`config.mk`:
```
export PLATFORM = sky130hd
export DESIGN_NAME = ipcvs_ctrl
export DESIGN_NICKNAME = d
export VERILOG_FILES = /design/src/core/ipcvs_pkg.sv /design/src/core/ipcvs_ctrl.sv
export SDC_FILE = /design/constraint.sdc
export NUM_CORES = 1
export LEC_CHECK = 0
export BUFFER_PORTS_ARGS = -buffer_cell sky130_fd_sc_hd__clkbuf_2
export CAP_MARGIN = 25
export CORE_MARGIN = 2
export CORE_UTILIZATION = 30
export CTS_CLUSTER_DIAMETER = 30
export DETAILED_ROUTE_END_ITERATION = 8
export PLACE_DENSITY = 0.54
export SLEW_MARGIN = 20
export SYNTH_ARGS = -nofsm -noshare
export SYNTH_HDL_FRONTEND = slang
export SYNTH_SLANG_ARGS = --single-unit
```
`constraint.sdc`:
```
create_clock -name i_clk_sys -period 30.5 [get_ports i_clk_sys]
set_clock_uncertainty 0.2 [all_clocks]
set_input_delay 1.525 -clock i_clk_sys [delete_from_list [all_inputs] [get_ports i_clk_sys]]
set_output_delay 1.525 -clock i_clk_sys [all_outputs]
set_load 0.01 [all_outputs]
```
`src/core/ipcvs_pkg.sv`:
```
// Package for the interrupt priority configuration and vector status block.
// Assumes one system clock; registers are reached over an AHB-Lite slave port.
package ipcvs_pkg;

   localparam int unsigned NUM_PRIO_REGS = 5;
   localparam int unsigned NUM_SRC       = 12;
   localparam int unsigned PRIO_W        = 3;
   localparam int unsigned REG_W         = 16;
   localparam int unsigned LEVEL_W       = 4;
   localparam int unsigned VEC_W         = 7;
   localparam int unsigned EVT_W         = 2;

   // Byte addresses, one aligned word each
   localparam logic [7:0] OFS_PRIO_CTRL_13    = 8'h00;
   localparam logic [7:0] OFS_PRIO_CTRL_14    = 8'h04;
   localparam logic [7:0] OFS_PRIO_CTRL_15    = 8'h08;
   localparam logic [7:0] OFS_PRIO_CTRL_16    = 8'h0c;
   localparam logic [7:0] OFS_PRIO_CTRL_17    = 8'h10;
   localparam logic [7:0] OFS_PENDING_STATUS  = 8'h14;
   localparam logic [7:0] OFS_EVT_STATUS      = 8'h18;
   localparam logic [7:0] OFS_EVT_MASK        = 8'h1c;

   // Implemented bits of priority_ctrl_13 .. priority_ctrl_17 (index 0 .. 4)
   localparam logic [NUM_PRIO_REGS-1:0][REG_W-1:0] PRIO_MASK =
      {16'h7777, 16'h0770, 16'h0070, 16'h0007, 16'h7777};
   // Every field starts at level 4
   localparam logic [REG_W-1:0]  PRIO_RST_ALL = 16'h4444;
   localparam logic [PRIO_W-1:0] PRIO_OFF     = 3'h0;

   // Per source: register index and field position
   localparam logic [NUM_SRC-1:0][2:0] SRC_REG =
      {3'h4, 3'h4, 3'h4, 3'h4, 3'h3, 3'h3, 3'h2, 3'h1, 3'h0, 3'h0, 3'h0, 3'h0};
   localparam logic [NUM_SRC-1:0][3:0] SRC_LSB =
      {4'hc, 4'h8, 4'h4, 4'h0, 4'h8, 4'h4, 4'h4, 4'h0, 4'hc, 4'h8, 4'h4, 4'h0};

   // Pending status layout
   localparam int unsigned STAT_LEVEL_LSB = 8;
   localparam int unsigned STAT_VEC_LSB   = 0;
   localparam logic [7:0]  VEC_BASE       = 8'h08;

   // Event bits
   localparam int unsigned EVT_NEW_VEC  = 0;
   localparam int unsigned EVT_DISABLED = 1;

   localparam logic [1:0] HTRANS_NONSEQ = 2'h2;
   localparam logic       HRESP_OKAY    = 1'b0;

   typedef struct packed {
      logic               req;
      logic [LEVEL_W-1:0] level;
      logic [7:0]         vector;
   } ipcvs_irq_type;

   typedef struct packed {
      logic       valid;
      logic       write;
      logic [7:0] addr;
   } ipcvs_acc_type;

endpackage

```
`src/core/ipcvs_ctrl.sv`:
```
// Priority configuration registers, arbitration of twelve sources and pending
// vector status, with an AHB-Lite register slave and an event interrupt.
// Assumes source request inputs are flag-and-enable already, synchronous to i_clk_sys.
//
// Functional notes
// - Each priority field is three bits; code 111 means level 7, the highest.
// - Code 001 gives the lowest active user level, level 1.
// - Code 000 disables the source; it is never forwarded to the processor.
// - Unimplemented bits of priority and status registers read zero, ignore writes.
// - Register 13: can_b_rx 14-12, ext four 10-8, ext three 6-4, timer nine 2-0.
// - Register 14 holds only can_b_event at bits 2-0.
// - Register 15 holds only dma channel five at bits 6-4.
// - Register 16: uart_b error at 10-8, uart_a error at 6-4.
// - Register 17: can_b_tx 14-12, can_a_tx 10-8, dma seven 6-4, dma six 2-0.
// - Status holds read-only 4-bit new CPU level; 1111 is level 15.
// - Status holds read-only 7-bit pending vector field; 1111111 is vector 135.
// - Pending vector field equals vector number minus eight.
// - Every priority field resets to level 4.
//
// The placing of the registers and register access over AHB-Lite were decided locally.
module ipcvs_ctrl #(
   parameter logic [ipcvs_pkg::NUM_SRC-1:0][7:0] P_SRC_VECTOR =
      {8'h33, 8'h32, 8'h31, 8'h30, 8'h2f, 8'h2e,
       8'h2d, 8'h2c, 8'h2b, 8'h2a, 8'h29, 8'h28}
) (
   input  wire logic                          i_clk_sys,
   input  wire logic                          i_rst,
   input  wire logic                          i_hsel,
   input  wire logic [31:0]                   i_haddr,
   input  wire logic [1:0]                    i_htrans,
   input  wire logic                          i_hwrite,
   input  wire logic [2:0]                    i_hsize,
   input  wire logic [31:0]                   i_hwdata,
   input  wire logic                          i_hready,
   output logic                               o_hreadyout,
   output logic                               o_hresp,
   output logic [31:0]                        o_hrdata,
   input  wire logic [ipcvs_pkg::NUM_SRC-1:0] i_src_req,
   output ipcvs_pkg::ipcvs_irq_type           o_irq,
   output logic                               o_int
);

   logic [ipcvs_pkg::NUM_PRIO_REGS-1:0][ipcvs_pkg::REG_W-1:0] prio_ff;
   logic [ipcvs_pkg::NUM_SRC-1:0][ipcvs_pkg::PRIO_W-1:0]      src_prio;
   logic [ipcvs_pkg::NUM_SRC-1:0]                             src_live;
   ipcvs_pkg::ipcvs_acc_type                                  acc_ff;
   ipcvs_pkg::ipcvs_acc_type                                  nxt_acc;
   ipcvs_pkg::ipcvs_irq_type                                  irq_ff;
   ipcvs_pkg::ipcvs_irq_type                                  nxt_irq;
   logic [ipcvs_pkg::LEVEL_W-1:0]                             stat_level_ff;
   logic [ipcvs_pkg::VEC_W-1:0]                               stat_vec_ff;
   logic [ipcvs_pkg::EVT_W-1:0]                               evt_ff;
   logic [ipcvs_pkg::EVT_W-1:0]                               evt_mask_ff;
   logic [ipcvs_pkg::EVT_W-1:0]                               evt_set;
   logic [31:0]                                               hrdata_ff;
   logic [31:0]                                               nxt_rdata;
   logic                                                      wr_en;
   logic                                                      new_irq;

   // Address phase capture; zero wait states
   always_comb
   begin
      nxt_acc.valid = i_hsel && i_hready && (i_htrans == ipcvs_pkg::HTRANS_NONSEQ);
      nxt_acc.write = i_hwrite;
      nxt_acc.addr  = i_haddr[7:0];
   end

   always_ff @(posedge i_clk_sys)
   begin
      if (i_rst)
      begin
         acc_ff <= '0;
      end
      else
      begin
         acc_ff <= nxt_acc;
      end
   end

   assign wr_en       = acc_ff.valid && acc_ff.write;
   assign o_hreadyout = 1'b1;
   assign o_hresp     = ipcvs_pkg::HRESP_OKAY;

   // Priority registers; masked storage keeps unimplemented bits at zero
   genvar r;
   generate
      for (r = 0; r < ipcvs_pkg::NUM_PRIO_REGS; r++)
      begin : g_prio
         always_ff @(posedge i_clk_sys)
         begin
            if (i_rst)
            begin
               prio_ff[r] <= ipcvs_pkg::PRIO_RST_ALL & ipcvs_pkg::PRIO_MASK[r];
            end
            else if (wr_en && (acc_ff.addr == 8'(r * 4)))
            begin
               prio_ff[r] <= i_hwdata[15:0] & ipcvs_pkg::PRIO_MASK[r];
            end
         end
      end
   endgenerate

   // Field extraction per source
   genvar s;
   generate
      for (s = 0; s < ipcvs_pkg::NUM_SRC; s++)
      begin : g_src
         assign src_prio[s] = prio_ff[ipcvs_pkg::SRC_REG[s]][ipcvs_pkg::SRC_LSB[s] +: 3];
         assign src_live[s] = i_src_req[s] && (src_prio[s] != ipcvs_pkg::PRIO_OFF);
      end
   endgenerate

   // Highest level wins; equal levels go to the lower source index
   always_comb
   begin
      nxt_irq = '0;
      for (int i = 0; i < ipcvs_pkg::NUM_SRC; i++)
      begin
         if (src_live[i] && (!nxt_irq.req || ({1'b0, src_prio[i]} > nxt_irq.level)))
         begin
            nxt_irq.req    = 1'b1;
            nxt_irq.level  = {1'b0, src_prio[i]};
            nxt_irq.vector = P_SRC_VECTOR[i];
         end
      end
   end

   assign new_irq = nxt_irq.req && (!irq_ff.req || (nxt_irq.vector != irq_ff.vector)
                    || (nxt_irq.level != irq_ff.level));

   always_ff @(posedge i_clk_sys)
   begin
      if (i_rst)
      begin
         irq_ff <= '0;
      end
      else
      begin
         irq_ff <= nxt_irq;
      end
   end

   assign o_irq = irq_ff;

   // Pending status follows each newly presented interrupt
   always_ff @(posedge i_clk_sys)
   begin
      if (i_rst)
      begin
         stat_level_ff <= '0;
         stat_vec_ff   <= '0;
      end
      else if (new_irq)
      begin
         stat_level_ff <= nxt_irq.level;
         stat_vec_ff   <= 7'(nxt_irq.vector - ipcvs_pkg::VEC_BASE);
      end
   end

   // Sticky events, write one to clear; a new set wins over the clear
   assign evt_set[ipcvs_pkg::EVT_NEW_VEC]  = new_irq;
   assign evt_set[ipcvs_pkg::EVT_DISABLED] = |(i_src_req & ~src_live);

   always_ff @(posedge i_clk_sys)
   begin
      if (i_rst)
      begin
         evt_ff <= '0;
      end
      else if (wr_en && (acc_ff.addr == ipcvs_pkg::OFS_EVT_STATUS))
      begin
         evt_ff <= (evt_ff & ~i_hwdata[ipcvs_pkg::EVT_W-1:0]) | evt_set;
      end
      else
      begin
         evt_ff <= evt_ff | evt_set;
      end
   end

   always_ff @(posedge i_clk_sys)
   begin
      if (i_rst)
      begin
         evt_mask_ff <= '0;
      end
      else if (wr_en && (acc_ff.addr == ipcvs_pkg::OFS_EVT_MASK))
      begin
         evt_mask_ff <= i_hwdata[ipcvs_pkg::EVT_W-1:0];
      end
   end

   assign o_int = |(evt_ff & evt_mask_ff);

   // Read data is latched at the address phase and shown in the data phase
   always_comb
   begin
      nxt_rdata = '0;
      unique case (i_haddr[7:0])
         ipcvs_pkg::OFS_PRIO_CTRL_13:   nxt_rdata[15:0] = prio_ff[0];
         ipcvs_pkg::OFS_PRIO_CTRL_14:   nxt_rdata[15:0] = prio_ff[1];
         ipcvs_pkg::OFS_PRIO_CTRL_15:   nxt_rdata[15:0] = prio_ff[2];
         ipcvs_pkg::OFS_PRIO_CTRL_16:   nxt_rdata[15:0] = prio_ff[3];
         ipcvs_pkg::OFS_PRIO_CTRL_17:   nxt_rdata[15:0] = prio_ff[4];
         ipcvs_pkg::OFS_PENDING_STATUS:
         begin
            nxt_rdata[ipcvs_pkg::STAT_LEVEL_LSB +: ipcvs_pkg::LEVEL_W] = stat_level_ff;
            nxt_rdata[ipcvs_pkg::STAT_VEC_LSB +: ipcvs_pkg::VEC_W]     = stat_vec_ff;
         end
         ipcvs_pkg::OFS_EVT_STATUS:     nxt_rdata[ipcvs_pkg::EVT_W-1:0] = evt_ff;
         ipcvs_pkg::OFS_EVT_MASK:       nxt_rdata[ipcvs_pkg::EVT_W-1:0] = evt_mask_ff;
         default:                       nxt_rdata = '0;
      endcase
   end

   always_ff @(posedge i_clk_sys)
   begin
      if (i_rst)
      begin
         hrdata_ff <= '0;
      end
      else if (nxt_acc.valid && !i_hwrite)
      begin
         hrdata_ff <= nxt_rdata;
      end
   end

   assign o_hrdata = hrdata_ff;

endmodule

```
## Word-level counts from Yosys, hierarchy flattened

Cells that the tools add are included.

| operators by class | value |
|---|---|
| reductions and logical operators | 77 |
| eq/ne operators | 16 |
| add/subtract/negate cells | 1 |
| magnitude comparators | 11 |
| muxes and demuxes | 17 |
| bitwise logic cells | 7 |

Operator list:

| operator | number |
|---|---|
| 2-to-1 mux 13 bit | 12 |
| equality test 8 x 5 -> 1 bit (second input constant) | 7 |
| > comparator 3 x 4 -> 1 bit | 11 |
| nonzero test 3 bit | 12 |
| logical AND 1 bit | 35 |
| equality test 8 x 4 -> 1 bit (second input constant) | 4 |
| one-hot mux 5 bit (6 select lines) | 1 |
| equality test 8 x 3 -> 1 bit (second input constant) | 2 |
| zero test 8 bit | 2 |
| one-hot mux 4 bit (4 select lines) | 1 |
| zero test 1 bit | 13 |
| logical OR 1 bit | 13 |
| bitwise AND 12 bit | 1 |
| NOT 12 bit | 1 |
| one-hot mux 2 bit (6 select lines) | 1 |
| OR reduction 12 bit | 1 |
| != test 8 bit | 1 |
| subtractor 7 x 4 -> 7 bit (second input constant) | 1 |
| one-hot mux 3 bit (2 select lines) | 1 |
| bitwise AND 2 bit | 2 |
| != test 4 bit | 1 |
| bitwise OR 2 bit | 2 |
| equality test 2 bit (second input constant) | 1 |
| 2-to-1 mux 2 bit | 1 |
| other kinds (2) | 2 |

| word-level totals | value |
|---|---|
| flip-flop bits (word level) | 89 |
| bits of input ports | 86 |
| logic and storage cells | 145 |

## Depth between registers and ports, before layout

| depth | value |
|---|---|
| depth after elaboration | 53 |
| gate-level depth with buffers | 86 |
| gate-level depth less buffers | 83 |

## Least setup slack after synthesis

OpenSTA, ideal clock, no wires.

| timing | value |
|---|---|
| path type | input -> register |
| start point | input port i_src_req[0] (netlist name) |
| end point | register stat_level_ff[2] (netlist name) |
| path slack | 12644 ps |
| library setup time | 121 ps |
| required time | 30179 ps |
| arrival time | 17535 ps |
| cell stages on the path | 79 |
| path through | nand2_1 ha_1 a211oi_1 nor2_1 o221ai_1 inv_1 ha_1 a211oi_1 o21a_1 nor2_1 o31ai_1 ha_1 o21ai_0 o22ai_1 and2_1 clkbuf_1 a221oi_1 ha_1 [... 43 more ...] a32oi_1 o21a_1 buf_2 nand2_1 o21ai_0 inv_1 ha_1 nor2b_1 o21a_1 o21a_1 a21o_2 nor4_2 nand2_1 xnor2_1 nor4_2 o2111a_2 nor2_4 mux2_4 |

| between the ends | value |
|---|---|
| longest elaborated chain between the ends | 50 |
| elaborated cells between the ends (all ways) | 62 |
| classes of those cells | 11 x order compare; 2 x eq/ne; 12 x mux; 37 x reduce/logical |

RTL lines:

| element | RTL line | source |
|---|---|---|
| start, declared | ipcvs_ctrl.sv:38 | `input wire logic [ipcvs_pkg::NUM_SRC-1:0] i_src_req,` |
| logical AND 1 bit (*) | ipcvs_ctrl.sv:109 | `assign src_live[s] = i_src_req[s] && (src_prio[s] != ipcvs_pkg::PRIO_OFF);` |
| 2-to-1 mux 13 bit (*) | ipcvs_ctrl.sv:119 | `if (src_live[i] && (!nxt_irq.req \|\| ({1'b0, src_prio[i]} > nxt_irq.level)))` |
| > comparator 3 x 4 -> 1 bit / zero test 1 bit (equally long branches) | ipcvs_ctrl.sv:119 |  |
| logical OR 1 bit | ipcvs_ctrl.sv:119 |  |
| logical AND 1 bit | ipcvs_ctrl.sv:119 |  |
| 2-to-1 mux 13 bit (*) | ipcvs_ctrl.sv:119 |  |
| > comparator 3 x 4 -> 1 bit / zero test 1 bit (equally long branches) | ipcvs_ctrl.sv:119 |  |
| logical OR 1 bit | ipcvs_ctrl.sv:119 |  |
| [... 34 more ...] | -- |  |
| > comparator 3 x 4 -> 1 bit / zero test 1 bit (equally long branches) | ipcvs_ctrl.sv:119 |  |
| logical OR 1 bit | ipcvs_ctrl.sv:119 |  |
| logical AND 1 bit | ipcvs_ctrl.sv:119 |  |
| 2-to-1 mux 13 bit (*) | ipcvs_ctrl.sv:119 |  |
| != test 8 bit | ipcvs_ctrl.sv:128 | `assign new_irq = nxt_irq.req && (!irq_ff.req \|\| (nxt_irq.vector != irq_ff.vector)` |
| logical OR 1 bit | ipcvs_ctrl.sv:128 |  |
| logical OR 1 bit | ipcvs_ctrl.sv:129 | `\|\| (nxt_irq.level != irq_ff.level));` |
| logical AND 1 bit | ipcvs_ctrl.sv:128 |  |
| end signal, assigned | ipcvs_ctrl.sv:155 | `stat_level_ff <= nxt_irq.level;` |
| end, declared | ipcvs_ctrl.sv:50 | `logic [ipcvs_pkg::LEVEL_W-1:0] stat_level_ff;` |

Mark *: on every way between the ends. The rest lies on a longest branch, timed or not.
A chain may end at the register's enable or synchronous reset.

## Worst setup path after layout

Ends and elaborated chain as after synthesis.

==> metrics.md <==
| Metric | Value |
|---|---|
| Outcome | completed |
| Yosys warning count | 0 |
| Synth-to-Final Area Change | 13.1% |
| Clk slew on worst S/H paths | 0.06 ns |
| Hold Path Class | flip-flop to flip-flop |
| Post-synthesis average cell area | a little over 8 um^2 |
| Row count | 50 |
| Initial detailed-routing violation count | 286 |
| Number of flops mapped to enable cells by yosys | 0 |
| Drt wl/cell | roughly 18 um |
| CTS tree | built |
| Die X | approximately 140 um |
| Layout cells sized above 1 | 0.157 |
| Worst setup margin | 9.23 ns |
| Crit. End Element | flip-flop |
| VDD IR-drop max | 0.0000345 V |
| GRT Residual Overflow | 0 |
| Least-Margin Pin Slew | 0.932 ns |
| HPWL Detailed | around 14,000 um |
| RSZ-0062 raised after global routing | false |
| Worst EP required | about 31 ns |
| Largest area contributor in the synthesized netlist | dfxtp_1 |
| F_max | about 47 MHz |
| Crit path launch type | input pin |
| Top_reg_cell synth | dfxtp_1 |
| Post-synthesis sequential area ratio | 0.288 |
| FF+latch area | ~0.0016 mm^2 |
| Max-cap violation count | 0 |
| Final Cycle Share | 0.697 |
| Kind of critical path | input pin to flip-flop |
| Top cells by area, synth | dfxtp_1 (29%), ha_1 (7.5%), mux2i_1 (7.0%), nor2_1 (4.9%), nand2_1 (4.6%) |
| Post-route minimum period | around 21 ns |
| ANT nets after route | 0 |
| Die Y-Extent | between 100 and 150 um |
| First-pass GRT wire length | 27,600 um |
| Die ar. | just over 0.02 mm^2 |
| Post-place setup slack | between 9 and 10 ns |
| Synth Register Bits | between 80 and 90 |
| Filler Cells Inserted | between 1,500 and 2,000 |
| Antenna Cells | 0 |
| Clk_lat worst skew | about 0.35 ns |
| CTS HTree Levels | 3 |
| Clk buf depth | 2 |
| Via Count | roughly 5,300 |
| Worst EP arrival | 21.31 ns |
| Final WL | ~18,000 um |
| Final Max Slew Viols | 0 |
| Most used cell, CP | ha_1 |
| CP max stage delay | 0.67 ns |
| Port bufs | between 60 and 70 |
| Mapped Cells | between 600 and 700 |
| Placer Congestion | about 0.91 |
| Root Driver | clkbuf_16 |
| PwrDens | 70.8 mW/mm^2 |
| DR vias/cell | roughly 5.4 |
| Mapped cell area | between 0.005 and 0.006 mm^2 |
| Buf/Inv on CP | 4 |
| Top cell type's share of synthesized area | 0.288 |
| Effective utilization at floorplan | 0.305 |
| Unique masters post-synth | between 80 and 90 |
| CP max-delay cell | nor4_2 |
| Final #Nets | just under 900 |
| Initial antenna violation count | 0 |
| CTS Hold Buffers Added | 0 |
| Largest net degree at the start of global routing | between 60 and 70 |
| Vias in the first global route | about 5,000 |
| CTS Buf Count | 9 |
| Async SR Flop Fraction | 0 |
| Core box area | about 0.019 mm^2 |
| Post-cts gate resize count | 0 |
| Setup Fix Bufs, Post-CTS | 0 |
| Final hold violation count | 0 |
| # DRC | 0 |
| Clock sinks | roughly 80 |
| CP delay by family, top | compound AO/OA/AOI/OAI gates |
| Final setup fails | 0 |
| Leakage | ~0.0025 uW |
| CP Max Fanout | 9 |
| Setup TNS | 0 ns |
| Area of the multi-input gates | 0.00377 mm^2 |
| Slew Limit Headroom | 0.375 |
| GR Util All Layers | 0.178 |
| Ports | between 100 and 150 |
| DRT Pass-1 Iters | 5 |
[where the power goes]
part / switching [uW] / internal [uW]
combinational: 132 / 84.1
sequential: 8.46 / 117
clock: 46.3 / 68.3
[cells in the final DEF (no fill, tap or decap), types with 5 or more instances in the layout]
master	count
a21oi_1	32
o22ai_1	8
o21ai_0	31
a22oi_1	15
conb_1	24
clkbuf_2	62
ha_1	34
o21a_1	14
mux2i_1	40
o31ai_1	6
nor3_1	27
nand2_1	70
clkbuf_16	9
dfxtp_1	82
inv_1	28
a311oi_1	6
nand3_1	19
a31oi_1	7
nor2_1	74
nor2b_1	26
a211oi_1	14
o2111ai_1	5
[per-stage QoR]
step	std cells	total power [uW]	cell area (um^2)	hold slack [ns]	util
after global placement	968	341	6140	0.269	0.328
after detailed placement	968	341	6140	0.275	0.328
after CTS	984	457	6450	0.284	0.345
after floorplan	719	290	5790	0.250	-
final	984	456	6450	0.282	0.345
after global routing	984	490	6450	0.311	0.345
[per-layer routing]
layer | up-vias | GRT usage | routed length [um]
li1 | 2624 | - | -
met1 | 2518 | 0.255 | 8660
met2 | 146 | 0.277 | 7810
met3 | 13 | 0.0405 | 1010
met4 | 0 | 0.0326 | 178
met5 | - | 0 | 0
[registers in the layout, indices dropped and copies added (netlist names)]
signal         count
o_hrdata          13
stat_level_ff      3
evt_mask_ff        2
evt_ff             2
stat_vec_ff        7
acc_ff            10
prio_ff           36
o_irq              9
[cells in the mapped netlist, drive strengths merged (16+ instances only)]
library cell and instances:
dfxtp 82, nor2 75, nand2 72, mux2i 40, ha 34, a21oi 33
o21ai 32, buf 29, nor3 29, inv 28, nor2b 26, clkbuf 20
nand3 19, a22oi 16
[area by class of cell]
cell class              count  share of cell area
well taps                 234              0.0454
clock buffers              11              0.0392
multi-input cells         560               0.585
repair buffers             64              0.0504
clock inverters             5             0.00950
inverters                  28              0.0163
flip-flops and latches     82               0.254
[logic make-up (layout without fill, tap and decap cells)]
family,count (synthesis),in the layout,share of synthesized area
adder cells (fa/ha/maj),34,34,0.0746
multiplexers,48,48,0.0925
flip-flops,82,82,0.288
AO/OA/AOI/OAI,189,189,0.245
other,2,24,0.00132
XOR/XNOR,3,3,0.00461
buffers and inverters,77,108,0.0673
AND/OR/NAND/NOR,262,262,0.227
[worst paths after layout]
| path | from | end | slack [ns] | cells past startpoint |
|---|---|---|---|---|
| worst max register to register | prio_ff[1] | stat_level_ff[2] | 10.08 | 77 |
| worst min register to register | stat_vec_ff[6] | stat_vec_ff[6] | 0.28 | 1 |
| worst max-delay path | i_src_req[0] | stat_level_ff[2] | 9.23 | 78 |
| worst min-delay path | stat_vec_ff[6] | stat_vec_ff[6] | 0.28 | 1 |
No activity file was read; power rests on OpenSTA's default activity.
